$ cat src/common/timer_postscale_wakeup_pkg.sv
// How it works
// Writing the postscale count stores it; a written zero counts as one.
// Reading the postscale field returns the live postscale counter.
// Postscale enable makes the postscaler count timer periods.
// Match flag sets when counted timeouts equal the programmed count.
// Interrupt source select picks postscaler match or every timeout.
// Capture enable allows recording the count; clear disables capture.
// Five-bit event select picks which interrupt source triggers capture.
// Clock select: 32 kHz, divided core, undivided fast clock, pin.
// Direction bit set counts up; reset default counts down.
// Run bit set starts the first timer; reset default is stopped.
// Periodic bit set reloads from load; reset default free-running.
// Format: binary, reserved, time of day to 23 or 255 hours.
// Prescaler codes divide by 1, 16, 256, 32768; others undefined.
// Software writes zeros to reserved control bits 22 to 20.
// Wake-up timer: 32-bit up/down counter behind a four-way prescaler.
// Wake-up prescaler has four sources; core clock chosen after reset.
// Wake-up timer keeps counting while the core clock is stopped.
// Wake-up timer reloads on overflow when periodic and at once on a load write.
// Any write to the wake-up clear register clears its interrupt.
// Wake-up load and count hold 32-bit unsigned; count is read-only.
// Wake-up count is binary or hours, minutes, seconds, 128ths of a second.
// Periodic restarts from load; free-running from maximum or minimum.
// Interrupt raised each time count reaches zero or full scale.
// Each rise of selected source copies running count to capture.
// After a postscale match its counter restarts for the next group.
// Control changes act on the next tick; reserved codes unspecified.
package timer_postscale_wakeup_pkg;
  localparam logic [31:0] FIRST_LOAD_ADDR = 32'hFFFF0320;
  localparam logic [31:0] FIRST_COUNT_ADDR = 32'hFFFF0324;
  localparam logic [31:0] FIRST_CTRL_ADDR = 32'hFFFF0328;
  localparam logic [31:0] FIRST_CLEAR_ADDR = 32'hFFFF032C;
  localparam logic [31:0] FIRST_CAPTURE_ADDR = 32'hFFFF0330;
  localparam logic [31:0] WAKE_LOAD_ADDR = 32'hFFFF0340;
  localparam logic [31:0] WAKE_COUNT_ADDR = 32'hFFFF0344;
  localparam logic [31:0] WAKE_CTRL_ADDR = 32'hFFFF0348;
  localparam logic [31:0] WAKE_CLEAR_ADDR = 32'hFFFF034C;
  localparam logic [31:0] LOAD_RESET = 32'h00000000;
  localparam logic [31:0] COUNT_RESET = 32'h0FFFFFFF;
  localparam logic [31:0] FIRST_CTRL_RESET = 32'h01000000;
  localparam logic [10:0] WAKE_CTRL_RESET = 11'h200;
  localparam logic [7:0] POST_ONE = 8'h01;
  localparam logic [1:0] SRC_OSC = 2'h0;
  localparam logic [1:0] SRC_CORE_DIV = 2'h1;
  localparam logic [1:0] SRC_FAST = 2'h2;
  localparam logic [1:0] SRC_PIN = 2'h3;
  localparam logic [1:0] WAKE_SRC_XTAL = 2'h2;
  localparam logic [1:0] WAKE_SRC_FAST = 2'h3;
  localparam logic [3:0] SCALE_16 = 4'h4;
  localparam logic [3:0] SCALE_256 = 4'h8;
  localparam logic [3:0] SCALE_32K = 4'hF;
  localparam logic [14:0] MASK_1 = 15'h0000;
  localparam logic [14:0] MASK_16 = 15'h000F;
  localparam logic [14:0] MASK_256 = 15'h00FF;
  localparam logic [14:0] MASK_32K = 15'h7FFF;
  localparam logic [1:0] FMT_TOD23 = 2'h2;
  localparam logic [1:0] FMT_TOD255 = 2'h3;
  localparam logic [7:0] HOURS_23 = 8'h17;
  localparam logic [7:0] HOURS_255 = 8'hFF;
  localparam logic [5:0] SIXTY_MAX = 6'h3B;
  localparam logic [6:0] FRAC_MAX = 7'h7F;
  localparam logic [31:0] BIN_FULL = 32'hFFFFFFFF;
  localparam logic [7:0] DIV_ONE = 8'h01;

  typedef struct packed {
    logic [1:0] clock_select;
    logic count_up_select;
    logic run;
    logic periodic_select;
    logic [1:0] count_format;
    logic [3:0] prescale_select;
  } tcfg_t;

  typedef struct packed {
    logic [7:0] postscale_count_field;
    logic postscale_enable;
    logic [2:0] rsv_hi;
    logic postscale_match_flag;
    logic irq_source_select;
    logic capture_enable;
    logic [4:0] capture_event_select;
    logic rsv_lo;
    tcfg_t base;
  } first_ctrl_t;

  typedef struct packed {
    logic [31:0] addr;
    logic [31:0] wdata;
    logic wr;
    logic rd;
  } bus_req_t;
endpackage

$ cat src/rtl/timer_postscale_wakeup.sv
// The plain strobed port was decided locally.
`timescale 1ns/100ps

module timer_count_core
  import timer_postscale_wakeup_pkg::*;
(
  input wire logic clk,
  input wire logic reset,
  input wire logic src_tick,
  input wire tcfg_t cfg,
  input wire logic [31:0] load,
  input wire logic load_now,
  output logic [31:0] count_q,
  output logic timeout_q
);
  logic [14:0] pre_q;
  logic [14:0] mask;
  logic pre_tick;
  logic tod;
  logic [7:0] hmax;
  logic [31:0] full;
  logic at_end;
  logic [31:0] restart;
  logic [31:0] step;

  function automatic logic [31:0] tod_step(input logic [31:0] c, input logic up,
                                           input logic [7:0] hm);
    logic [7:0] h;
    logic [5:0] m;
    logic [5:0] s;
    logic [6:0] f;
    h = c[31:24];
    m = c[21:16];
    s = c[13:8];
    f = c[6:0];
    if (up) begin
      if (f != FRAC_MAX) begin
        f = f + 7'h01;
      end else begin
        f = '0;
        if (s != SIXTY_MAX) begin
          s = s + 6'h01;
        end else begin
          s = '0;
          if (m != SIXTY_MAX) begin
            m = m + 6'h01;
          end else begin
            m = '0;
            h = (h == hm) ? 8'h00 : h + 8'h01;
          end
        end
      end
    end else begin
      if (f != 7'h00) begin
        f = f - 7'h01;
      end else begin
        f = FRAC_MAX;
        if (s != 6'h00) begin
          s = s - 6'h01;
        end else begin
          s = SIXTY_MAX;
          if (m != 6'h00) begin
            m = m - 6'h01;
          end else begin
            m = SIXTY_MAX;
            h = (h == 8'h00) ? hm : h - 8'h01;
          end
        end
      end
    end
    return {h, 2'h0, m, 2'h0, s, 1'h0, f};
  endfunction

  always_comb begin
    case (cfg.prescale_select)
      SCALE_16: mask = MASK_16;
      SCALE_256: mask = MASK_256;
      SCALE_32K: mask = MASK_32K;
      default: mask = MASK_1;
    endcase
  end

  // Reserved prescale and format codes fall back to divide by one and binary
  assign pre_tick = cfg.run && src_tick && ((pre_q & mask) == mask); // see R13
  assign tod = cfg.count_format[1]; // see R12
  assign hmax = (cfg.count_format == FMT_TOD23) ? HOURS_23 : HOURS_255;
  assign full = tod ? {hmax, 2'h0, SIXTY_MAX, 2'h0, SIXTY_MAX, 1'h0, FRAC_MAX} : BIN_FULL;
  assign at_end = cfg.count_up_select ? (count_q == full) : (count_q == 32'h00000000);
  assign restart = cfg.periodic_select ? load
                 : (cfg.count_up_select ? 32'h00000000 : full); // see R11
  assign step = tod ? tod_step(count_q, cfg.count_up_select, hmax)
              : (cfg.count_up_select ? count_q + 32'h00000001 : count_q - 32'h00000001);

  always_ff @(posedge clk) begin
    if (reset || !cfg.run) begin
      pre_q <= '0;
    end else if (src_tick) begin
      pre_q <= pre_q + 15'h0001;
    end
  end

  always_ff @(posedge clk) begin
    if (reset) begin
      count_q <= COUNT_RESET;
    end else if (load_now) begin
      count_q <= load;
    end else if (pre_tick) begin
      count_q <= at_end ? restart : step;
    end
  end

  always_ff @(posedge clk) begin
    if (reset) begin
      timeout_q <= 1'b0;
    end else begin
      timeout_q <= pre_tick && at_end && !load_now;
    end
  end
endmodule

module timer_postscale_wakeup
  import timer_postscale_wakeup_pkg::*;
#(
  parameter int unsigned EVENT_N = 18
) (
  input wire logic clk,
  input wire logic reset,
  input wire bus_req_t bus,
  input wire logic osc_32k,
  input wire logic external_count_pin,
  input wire logic watch_crystal,
  input wire logic [2:0] core_clock_divider,
  input wire logic core_clock_stopped,
  input wire logic [EVENT_N-1:0] irq_sources,
  output logic [31:0] rdata,
  output logic first_timer_irq,
  output logic wakeup_timer_irq
);
  logic [2:0] pin_meta_q;
  logic [2:0] pin_sync_q;
  logic [2:0] pin_prev_q;
  logic [2:0] pin_rise;
  logic [6:0] div_q;
  logic [6:0] div_mask;
  logic core_tick;
  logic first_src;
  logic wake_src;
  first_ctrl_t first_ctrl_q;
  first_ctrl_t first_ctrl_d;
  tcfg_t wake_cfg_q;
  logic [31:0] first_load_q;
  logic [31:0] wake_load_q;
  logic [31:0] wake_load_in;
  logic [31:0] capture_q;
  logic [7:0] post_count_q;
  logic match_q;
  logic [EVENT_N-1:0] irq_prev_q;
  logic [31:0] rise_wide;
  logic cap_hit;
  logic post_hit;
  logic first_irq_evt;
  logic [31:0] first_count;
  logic [31:0] wake_count;
  logic first_timeout;
  logic wake_timeout;
  logic wr_first_load;
  logic wr_first_ctrl;
  logic wr_first_clear;
  logic wr_wake_load;
  logic wr_wake_ctrl;
  logic wr_wake_clear;

  // Pin inputs: osc, external count pin, watch crystal
  always_ff @(posedge clk) begin
    if (reset) begin
      pin_meta_q <= '0;
      pin_sync_q <= '0;
      pin_prev_q <= '0;
    end else begin
      pin_meta_q <= {watch_crystal, external_count_pin, osc_32k};
      pin_sync_q <= pin_meta_q;
      pin_prev_q <= pin_sync_q;
    end
  end

  assign pin_rise = pin_sync_q & ~pin_prev_q;

  always_ff @(posedge clk) begin
    if (reset) begin
      div_q <= '0;
    end else begin
      div_q <= div_q + 7'h01;
    end
  end

  assign div_mask = 7'((DIV_ONE << core_clock_divider) - DIV_ONE);
  assign core_tick = (div_q & div_mask) == div_mask;

  // Core-derived sources stall the first timer while the core clock is stopped
  always_comb begin
    case (first_ctrl_q.base.clock_select)
      SRC_OSC: first_src = pin_rise[0];
      SRC_CORE_DIV: first_src = core_tick && !core_clock_stopped;
      SRC_FAST: first_src = !core_clock_stopped;
      default: first_src = pin_rise[1];
    endcase
  end

  // The wake-up path ignores the core stop so it can time low-power states
  always_comb begin
    case (wake_cfg_q.clock_select) // see R16
      SRC_OSC: wake_src = pin_rise[0];
      SRC_CORE_DIV: wake_src = core_tick;
      WAKE_SRC_XTAL: wake_src = pin_rise[2];
      default: wake_src = 1'b1;
    endcase
  end

  assign wr_first_load = bus.wr && (bus.addr == FIRST_LOAD_ADDR);
  assign wr_first_ctrl = bus.wr && (bus.addr == FIRST_CTRL_ADDR);
  assign wr_first_clear = bus.wr && (bus.addr == FIRST_CLEAR_ADDR);
  assign wr_wake_load = bus.wr && (bus.addr == WAKE_LOAD_ADDR);
  assign wr_wake_ctrl = bus.wr && (bus.addr == WAKE_CTRL_ADDR);
  assign wr_wake_clear = bus.wr && (bus.addr == WAKE_CLEAR_ADDR);

  always_comb begin
    first_ctrl_d = first_ctrl_t'(bus.wdata);
    if (first_ctrl_d.postscale_count_field == 8'h00) begin
      first_ctrl_d.postscale_count_field = POST_ONE;
    end
    first_ctrl_d.rsv_hi = '0;
    first_ctrl_d.postscale_match_flag = 1'b0;
    first_ctrl_d.rsv_lo = 1'b0;
  end

  always_ff @(posedge clk) begin
    if (reset) begin
      first_ctrl_q <= first_ctrl_t'(FIRST_CTRL_RESET); // see R09 see R10
    end else if (wr_first_ctrl) begin
      first_ctrl_q <= first_ctrl_d;
    end
  end

  always_ff @(posedge clk) begin
    if (reset) begin
      wake_cfg_q <= tcfg_t'(WAKE_CTRL_RESET);
    end else if (wr_wake_ctrl) begin
      wake_cfg_q <= tcfg_t'(bus.wdata[10:0]);
    end
  end

  always_ff @(posedge clk) begin
    if (reset) begin
      first_load_q <= LOAD_RESET;
      wake_load_q <= LOAD_RESET;
    end else begin
      if (wr_first_load) begin
        first_load_q <= bus.wdata;
      end
      if (wr_wake_load) begin
        wake_load_q <= bus.wdata;
      end
    end
  end

  // A load write reaches the wake-up counter in the same edge as the register
  assign wake_load_in = wr_wake_load ? bus.wdata : wake_load_q;

  timer_count_core first_core (
    .clk(clk),
    .reset(reset),
    .src_tick(first_src),
    .cfg(first_ctrl_q.base),
    .load(first_load_q),
    .load_now(wr_first_ctrl && first_ctrl_d.base.run && !first_ctrl_q.base.run),
    .count_q(first_count),
    .timeout_q(first_timeout)
  );

  timer_count_core wake_core (
    .clk(clk),
    .reset(reset),
    .src_tick(wake_src),
    .cfg(wake_cfg_q),
    .load(wake_load_in),
    .load_now(wr_wake_load),
    .count_q(wake_count), // see R15
    .timeout_q(wake_timeout)
  );

  assign post_hit = first_timeout && first_ctrl_q.postscale_enable
                  && (post_count_q + 8'h01 == first_ctrl_q.postscale_count_field);

  // A control write restarts the current group of timeouts
  always_ff @(posedge clk) begin
    if (reset || wr_first_ctrl) begin
      post_count_q <= '0;
    end else if (first_timeout && first_ctrl_q.postscale_enable) begin
      post_count_q <= post_hit ? 8'h00 : post_count_q + 8'h01; // see R03
    end
  end

  always_ff @(posedge clk) begin
    if (reset) begin
      match_q <= 1'b0;
    end else if (post_hit) begin
      match_q <= 1'b1;
    end else if (wr_first_clear) begin
      match_q <= 1'b0;
    end
  end

  assign first_irq_evt = first_ctrl_q.irq_source_select ? post_hit : first_timeout;

  always_ff @(posedge clk) begin
    if (reset) begin
      first_timer_irq <= 1'b0;
      wakeup_timer_irq <= 1'b0;
    end else begin
      if (first_irq_evt) begin
        first_timer_irq <= 1'b1;
      end else if (wr_first_clear) begin
        first_timer_irq <= 1'b0;
      end
      if (wake_timeout) begin
        wakeup_timer_irq <= 1'b1;
      end else if (wr_wake_clear) begin
        wakeup_timer_irq <= 1'b0;
      end
    end
  end

  always_ff @(posedge clk) begin
    if (reset) begin
      irq_prev_q <= '0;
    end else begin
      irq_prev_q <= irq_sources;
    end
  end

  assign rise_wide = 32'(irq_sources & ~irq_prev_q);
  assign cap_hit = first_ctrl_q.capture_enable
                 && rise_wide[first_ctrl_q.capture_event_select]; // see R06

  always_ff @(posedge clk) begin
    if (reset) begin
      capture_q <= LOAD_RESET;
    end else if (cap_hit) begin
      capture_q <= first_count;
    end
  end

  // Read data stands only in the cycle after the read strobe
  always_ff @(posedge clk) begin
    if (reset || !bus.rd) begin
      rdata <= '0;
    end else begin
      case (bus.addr)
        FIRST_LOAD_ADDR: rdata <= first_load_q;
        FIRST_COUNT_ADDR: rdata <= first_count;
        FIRST_CTRL_ADDR: rdata <= {post_count_q, first_ctrl_q[23:20], match_q,
                                   first_ctrl_q[18:0]}; // see R02
        FIRST_CAPTURE_ADDR: rdata <= capture_q;
        WAKE_LOAD_ADDR: rdata <= wake_load_q;
        WAKE_COUNT_ADDR: rdata <= wake_count;
        WAKE_CTRL_ADDR: rdata <= {21'h000000, wake_cfg_q};
        default: rdata <= '0;
      endcase
    end
  end
endmodule

$ cat config.mk
export PLATFORM = sky130hd
export DESIGN_NAME = timer_postscale_wakeup
export DESIGN_NICKNAME = d
export VERILOG_FILES = /design/src/common/timer_postscale_wakeup_pkg.sv /design/src/rtl/timer_postscale_wakeup.sv
export SDC_FILE = /design/constraint.sdc
export NUM_CORES = 1
export LEC_CHECK = 0
export BUFFER_PORTS_ARGS = -buffer_cell sky130_fd_sc_hd__buf_2
export CAP_MARGIN = 10
export CORE_AREA = 3 3 320 196
export DETAILED_ROUTE_END_ITERATION = 10
export DIE_AREA = 0 0 323 199
export SYNTH_ARGS = -nofsm -noshare
export SYNTH_HDL_FRONTEND = slang
export SYNTH_SLANG_ARGS = --single-unit
export TNS_END_PERCENT = 100
$ cat constraint.sdc
create_clock -name clk -period 4.65 [get_ports clk]
set_input_delay 1.1625 -clock clk [delete_from_list [all_inputs] [get_ports clk]]
set_output_delay 1.1625 -clock clk [all_outputs]
set_load 0.02 [all_outputs]
After elaboration in Yosys (flattened, before gate mapping):

Index checks and enable logic that the tools add are counted.

* add/sub/neg operators: 25
* shift-type cells: 1
* muxes and demuxes: 84
* equality and inequality tests: 47
* reduce and logical (&&, ||, !) cells: 54
* bitwise logic cells: 7
* $lt $le $gt $ge: 1

Operators by type and width (count)
* two-way mux 32 bit: 17
* == test 32 bit (second input constant): 9
* case mux 32 bit (7 select lines): 1
* two-way mux 8 bit: 22
* two-way mux 6 bit: 24
* case mux 15 bit (3 select lines): 2
* adder 32 x 1 -> 32 bit (second input constant): 2
* == test 32 bit: 2
* logical NOT 32 bit: 2
* subtractor 32 x 1 -> 32 bit (second input constant): 2
* inequality test 5 x 3 -> 1 bit (second input constant): 12
* two-way mux 7 bit: 6
* AND 18 x 32 -> 32 bit: 1
* inverter 18 -> 32 bit: 1
* adder 15 x 1 -> 15 bit (second input constant): 2
* AND 15 bit: 2
* == test 15 bit: 2
* adder 6 x 1 -> 6 bit (second input constant): 4
* adder 8 x 1 -> 8 bit (second input constant): 3
* == test 8 bit: 3
* logical NOT 8 bit: 3
* inequality test 6 bit (second input constant): 4
* nonzero test 6 bit: 4
* subtractor 6 x 1 -> 6 bit (second input constant): 4
* 26 further kinds: 85

* input bits: 93
* output and inout bits: 34
* bits in registers: 307

Depth between registers and ports, before layout:

* depth in word-level cells: 12
* gate-level depth with buffers: 14
* depth with buffers taken out: 12

Cells and area by module:

A second synthesis with hierarchy kept.

* cells, all modules: 2815
* area total of the unflattened synthesis: 21556.9 µm²

Modules (own cells, without submodules)
* timer_count_core: seq. area each 960.9 µm², times used 2, area an instance 5667.9 µm², cells each 806
* timer_postscale_wakeup: seq. area each 4224.1 µm², times used 1, area an instance 10221.1 µm², cells each 1203

Worst setup path after synthesis:

OpenSTA, ideal clock, no wires.

* path type: reg-to-reg
* start: register wake_cfg_q[8] in the netlist's numbering
* end: register wake_core.count_q[29]
* data arrival time: 4.039 ns
* period minus slack after synthesis: 4.173 ns
* required time: 4.516 ns
* path slack: 0.477 ns
* cell stages (with the launch flop): 15
* cells stage by stage: dfxtp_1 > clkbuf_1 > inv_1 > clkbuf_1 > ha_1 > clkbuf_1 > a21o_1 > a21o_1 > a21o_1 > a2111oi_0 > a21oi_1 > or3_1 > mux2_2 > a2111oi_0 > nor4_1

* cells in the longest elaborated chain, start to end: 5
* elaborated cells on any way between the ends: 16
* those cells by class: eq/ne: 6; mux: 9; reduce/logical: 1

RTL lines
* from (decl): RTL line timer_postscale_wakeup.sv:150 `tcfg_t wake_cfg_q;`
* from (signal assigned): RTL line timer_postscale_wakeup.sv:246 `wake_cfg_q <= tcfg_t'(WAKE_CTRL_RESET);`
* from (signal assigned): RTL line timer_postscale_wakeup.sv:248 `wake_cfg_q <= tcfg_t'(bus.wdata[10:0]);`
* two-way mux 32 bit, or another cell as far along: RTL line timer_postscale_wakeup.sv:92 `: (cfg.count_up_select ? count_q + 32'h00000001 : count_q - 32'h00000001);`
* two-way mux 32 bit (on tied branches): RTL line timer_postscale_wakeup.sv:91, timer_postscale_wakeup.sv:89
* two-way mux 32 bit: RTL line timer_postscale_wakeup.sv:108 `count_q <= at_end ? restart : step;`
* two-way mux 32 bit: RTL line timer_postscale_wakeup.sv:107 `end else if (pre_tick) begin`
* two-way mux 32 bit: RTL line timer_postscale_wakeup.sv:105 `end else if (load_now) begin`
* to (signal assigned): RTL line timer_postscale_wakeup.sv:106 `count_q <= load;`
* to (signal assigned): RTL line timer_postscale_wakeup.sv:108
* to (decl): RTL line timer_postscale_wakeup.sv:13 `output logic [31:0] count_q,`

Several ways; a longest one is shown, not always the timed one. The select of a mux whose other input is x is not followed.
A chain may end at the register's enable or synchronous reset.

Worst setup path in the final report:

* start: register first_ctrl_q[5] in the netlist's numbering
* end: register first_core.count_q[31]

* cells in the longest elaborated chain, start to end: 12
* elaborated cells on any way between the ends: 28
* those cells by class: eq/ne: 9; mux: 18; reduce/logical: 1

RTL lines
* from (decl): RTL line timer_postscale_wakeup.sv:148 `first_ctrl_t first_ctrl_q;`
* from (signal assigned): RTL line timer_postscale_wakeup.sv:238 `first_ctrl_q <= first_ctrl_t'(FIRST_CTRL_RESET);`
* from (signal assigned): RTL line timer_postscale_wakeup.sv:240 `first_ctrl_q <= first_ctrl_d;`
* == test 2 bit: RTL line timer_postscale_wakeup.sv:86 `assign hmax = (cfg.count_format == FMT_TOD23) ? HOURS_23 : HOURS_255;`
* two-way mux 8 bit: RTL line timer_postscale_wakeup.sv:86
* == test 8 bit: RTL line timer_postscale_wakeup.sv:49 `h = (h == hm) ? 8'h00 : h + 8'h01;`
* two-way mux 8 bit: RTL line timer_postscale_wakeup.sv:49
* two-way mux 8 bit: RTL line timer_postscale_wakeup.sv:45 `if (m != SIXTY_MAX) begin`
* two-way mux 8 bit: RTL line timer_postscale_wakeup.sv:41 `if (s != SIXTY_MAX) begin`
* two-way mux 8 bit: RTL line timer_postscale_wakeup.sv:37 `if (f != FRAC_MAX) begin`
* two-way mux 8 bit: RTL line timer_postscale_wakeup.sv:36 `if (up) begin`
* two-way mux 32 bit: RTL line timer_postscale_wakeup.sv:91 `assign step = tod ? tod_step(count_q, cfg.count_up_select, hmax)`
* two-way mux 32 bit: RTL line timer_postscale_wakeup.sv:108
* two-way mux 32 bit: RTL line timer_postscale_wakeup.sv:107
* two-way mux 32 bit: RTL line timer_postscale_wakeup.sv:105
* to (signal assigned): RTL line timer_postscale_wakeup.sv:106
* to (signal assigned): RTL line timer_postscale_wakeup.sv:108
* to (decl): RTL line timer_postscale_wakeup.sv:13

Several ways; a longest one is shown, not always the timed one. The select of a mux whose other input is x is not followed.

==> results <==
- The count of cell types in the netlist is 96.
- The initial antenna violation count is 1.
- The routed wirelength normalized by instance count is 21.19 um.
- The max-slew headroom at the worst pin is 0.2168.
- The first-pass iteration count of the detailed router is 6.
- The HPWL after detailed placement is 56,900 um.
- The critical path's top delay family is simple AND/OR/NAND/NOR gates.
- In the finished design, the share of the clock period the worst path needs comes to 0.8757.
- The via count of the routed design is 21.13k.
- The min-delay analysis places its worst path in the category flip-flop to flip-flop.
- The final count of negative-setup-slack endpoints is 0.
- The post-route standard cell area excluding fillers is 22,870 sq um.
- The number of instances in the synthesized netlist is 2,700.
- At the end of routability-driven placement, the weighted congestion stood at 0.9499.
- The maximum VDD drop is 0.0002342 V.
- Among all flip-flop cells after synthesis, the most frequent one is sky130_fd_sc_hd__dfxtp_1.
- The sum of negative setup slack is 0 ps.
- In the routed design, unresolved DRC markers number 0.
- The core box area is 60,260 sq um.
- The number of global-route vias before repair is 18.59k.
- The area of the die is 64,280 sq um.
- The leakage power figure is 8.536 nW.
- Once the clock tree was built, the setup fixing pass inserted 0 buffers.
- The depth of the most critical reg-to-reg path is 10.
- The actual transition at the worst max-transition pin is 1166 ps.
- The maximum count of clock buffers along a single path is 3.
- The total instance count after detailed placement is 3,509.
- The TritonCTS sink count is 307.
- The worst min-delay path startpoint is pin_meta_q[0]$_SDFF_PP0_.
- The post-detailed-routing wire length is 75,530 um.
- Summed over all layers, the global routing overflow is 0.
- The max-slew violation total from the final report is 0.
- At the worst endpoint, the required time is 5150 ps.
- The detail route stage leaves a number of antenna-violating nets equal to 0.
- Of the cells placed in the final design, the portion with a size suffix greater than 1 is 0.1180.
- The number of hold-slack violations in the final timing report came to 0.
- The non-filler instance count after layout is 3,565.
- The clock reaches the later pin of the worst-skew pair after 600 ps.
- The die height is 199 um.
- The depth of the worst hold-timing path is 1.
- The biggest fanout along the worst timing path is 19.
- CTS built an H-tree with a depth of 1.
- Setup repair after global routing left no endpoint under its margin.
- TritonCTS built the clock tree.
- The reg-to-reg critical path endpoint is first_core.count_q[31]$_SDFFE_PP0P_.
- The worst setup path is launched from a flip-flop.
- The maximum frequency from static timing analysis is 0.2456 GHz.
- The run finished with clean final reports.
- The first routing iteration left 2,898 violations.
- Max-cap violations in this run came to 0.
- The worst setup path is of the flip-flop to flip-flop kind.
- The number of gates resized after cts is 0.
- The CTS root buffer is sky130_fd_sc_hd__clkbuf_16.
- For this configuration, the core starts out at a cell density of 0.3378.
- The sequential cell area fraction in the yosys report is 0.3020.
- The mean post-synth cell area is 7.538 sq um.
- Of all flip-flops after synthesis, the portion carrying an async set or reset was 0.
- The end point of the most critical hold path is pin_sync_q[0]$_SDFF_PP0_.
- Hold repair after CTS inserted 0 buffers.
- Clock-pin slew was measured on the worst setup and hold paths at 70 ps.
- STA classifies the critical path endpoint as a flip-flop.
- On the worst path, the slowest cell contributes a delay of 710 ps.
- In this run, CTS created clock tree buffers numbering 30.
- Synthesis produced a netlist with a net count of 2,882.
- For this run, the total global-route usage over all layers was measured as 0.2273.
- The number of port buffers is 126.
- From synthesis to final layout, the design area changed by 12.39%.
- From left edge to right edge, the die measures 323 um.
- In the routed layout, each cell is associated on average with a via count of 5.926.
- The most frequent cell on the critical path is sky130_fd_sc_hd__nor4_1.
- The critical path goes through nor2b_1 -> or4_1 -> a21oi_1 -> a41o_1 -> buf_4 -> nor2_1 -> o21ai_0 -> nor4_1 -> nor4_1 -> a221oi_1.
- The area after detailed placement is 21,860 sq um.
- In this run the count of I/O pins placed on the die edge is 127.
- For flop-to-flop paths, the worst setup slack is 580 ps.
- During synthesis, Yosys emitted a total of 0 warnings.
- The cell area after technology mapping is 20,350 sq um.
- Dividing total power by cell area gives a power density of 235.9 nW/um^2.
- Counting flops with a built-in enable in the synthesized netlist gives 0.
- The number of placement rows is 70.
- The worst register-to-register path begins at first_ctrl_q[5]$_SDFFE_PP0P_.
- The clock period could shrink to 4072 ps.
- The buffer and inverter count on the worst path is 1.
- The clock skew is 21.81 ps.
- On the critical path, the stage with the largest delay is an instance of sky130_fd_sc_hd__nor2b_1.
- The final total power is 5.397 mW.
- The post-layout net count is 2,931.
- The wire length of the first global-routing pass is 114,700 um.
- Entering global routing, the biggest net connects 80 pins.
- Data arrives at the worst endpoint at 4570 ps.
- In this run, synthesis produced a sequential element count of 307.
cell families (layout without fill, tap and decap cells):
| kind of cell | count (synthesis) | after routing | share of synthesized area |
|---|---|---|---|
| other cells | 0 | 1 | 0 |
| simple gates | 995 | 995 | 0.2276 |
| xor+xnor | 131 | 131 | 0.05637 |
| flops | 307 | 307 | 0.3020 |
| buf+inv | 251 | 323 | 0.04992 |
| fa+ha+maj | 89 | 89 | 0.05545 |
| mux | 75 | 75 | 0.03971 |
| compound gates | 852 | 852 | 0.2690 |
layout by cell type (no fill, tap or decap), types with 31 or more instances in the layout:
cell	Yosys	final
sky130_fd_sc_hd__nand2_1	352	351
sky130_fd_sc_hd__dfxtp_1	307	307
sky130_fd_sc_hd__a21oi_1	300	300
sky130_fd_sc_hd__nor2_1	270	267
sky130_fd_sc_hd__o21ai_0	135	135
sky130_fd_sc_hd__buf_2	25	125
sky130_fd_sc_hd__ha_1	87	87
sky130_fd_sc_hd__buf_4	1	78
sky130_fd_sc_hd__nand3_1	72	72
sky130_fd_sc_hd__xnor2_1	72	72
sky130_fd_sc_hd__a22oi_1	64	64
sky130_fd_sc_hd__inv_1	62	62
sky130_fd_sc_hd__xor2_1	59	59
sky130_fd_sc_hd__nor3_1	60	55
sky130_fd_sc_hd__nand4_1	48	48
sky130_fd_sc_hd__nor2b_1	46	46
sky130_fd_sc_hd__a31oi_1	43	43
sky130_fd_sc_hd__a211oi_1	38	38
sky130_fd_sc_hd__mux2i_1	38	38
sky130_fd_sc_hd__mux2_2	36	36
sky130_fd_sc_hd__clkbuf_16	0	31
metrics by stage:
stage          worst slack [ps]  hold WS, ps    util
2_1_floorplan             477.0        410.8       -
3_3_place_gp              185.7        420.5  0.3628
3_5_place_dp              148.2        430.5  0.3628
4_1_cts                   760.0        441.5  0.3796
5_1_grt                   432.7        459.6  0.3796
6_report                  578.2        444.3  0.3796
flip-flops by register name, summed over array words and instances (netlist names):
register              count
capture_q                32
first_core.count_q       32
first_load_q             32
rdata                    32
wake_core.count_q        32
wake_load_q              32
first_ctrl_q             27
irq_prev_q               18
first_core.pre_q         15
wake_core.pre_q          15
wake_cfg_q               11
post_count_q              8
div_q                     7
pin_meta_q                3
pin_prev_q                3
pin_sync_q                3
first_core.timeout_q      1
first_timer_irq           1
match_q                   1
wake_core.timeout_q       1
wakeup_timer_irq          1
per-layer routing:
metal	up-vias	GRT usage	share of wire
met4	0	0.03676	0.016
met1	9974	0.3618	0.49
met3	89	0.06285	0.12
met5	-	0	0
met2	1103	0.2980	0.37
li1	9959	-	-
worst max-delay path by stage:
stage | startpoint | end | slack, ps | cells after the start
5_1_grt | first_ctrl_q[5]$_SDFFE_PP0P_ | first_core.count_q[31]$_SDFFE_PP0P_ | 430 | 10
4_1_cts | core_clock_divider[2] | first_core.count_q[31]$_SDFFE_PP0P_ | 760 | 13
3_5_place_dp | core_clock_divider[2] | first_core.count_q[31]$_SDFFE_PP0P_ | 150 | 13
2_1_floorplan | wake_cfg_q[8]$_SDFFE_PP0P_ | wake_core.count_q[29]$_SDFFE_PP0P_ | 480 | 14
3_3_place_gp | core_clock_divider[2] | first_core.count_q[31]$_SDFFE_PP0P_ | 190 | 13
6_report | first_ctrl_q[5]$_SDFFE_PP0P_ | first_core.count_q[31]$_SDFFE_PP0P_ | 580 | 10
cells in the mapped netlist, types with 24 or more instances:
cell type	instances	area, sq um
sky130_fd_sc_hd__a211oi_1	38	285.3
sky130_fd_sc_hd__a21o_1	29	217.7
sky130_fd_sc_hd__a21oi_1	300	1501
sky130_fd_sc_hd__a22oi_1	64	480.5
sky130_fd_sc_hd__a31oi_1	43	269.0
sky130_fd_sc_hd__and3_1	24	150.1
sky130_fd_sc_hd__buf_2	25	125.1
sky130_fd_sc_hd__clkbuf_1	144	540.5
sky130_fd_sc_hd__dfxtp_1	307	6146
sky130_fd_sc_hd__ha_1	87	1089
sky130_fd_sc_hd__inv_1	62	232.7
sky130_fd_sc_hd__mux2_2	36	405.4
sky130_fd_sc_hd__mux2i_1	38	380.4
sky130_fd_sc_hd__nand2_1	352	1321
sky130_fd_sc_hd__nand3_1	72	360.4
sky130_fd_sc_hd__nand4_1	48	300.3
sky130_fd_sc_hd__nor2_1	270	1013
sky130_fd_sc_hd__nor2b_1	46	287.8
sky130_fd_sc_hd__nor3_1	60	300.3
sky130_fd_sc_hd__o211ai_1	28	210.2
sky130_fd_sc_hd__o21ai_0	135	675.7
sky130_fd_sc_hd__xnor2_1	72	630.6
sky130_fd_sc_hd__xor2_1	59	516.8
power by group:
part	switching, mW	internal, mW
sequential	0.00485	2.64
clock	1.14	1.43
combinational	0.121	0.0617
total	1.27	4.13
layout make-up:
| type | instances | area (sq um) |
|---|---|---|
| antenna | 1 | 2.502 |
| clock buffer | 47 | 925.9 |
| clock inverter | 8 | 86.33 |
| fill | 6323 | 37380 |
| inverter | 63 | 236.5 |
| multi-input combinational | 2142 | 13240 |
| sequential | 307 | 6146 |
| tap | 792 | 991.0 |
| timing repair buffer | 205 | 1242 |
Power figures use the tool's default switching activity.
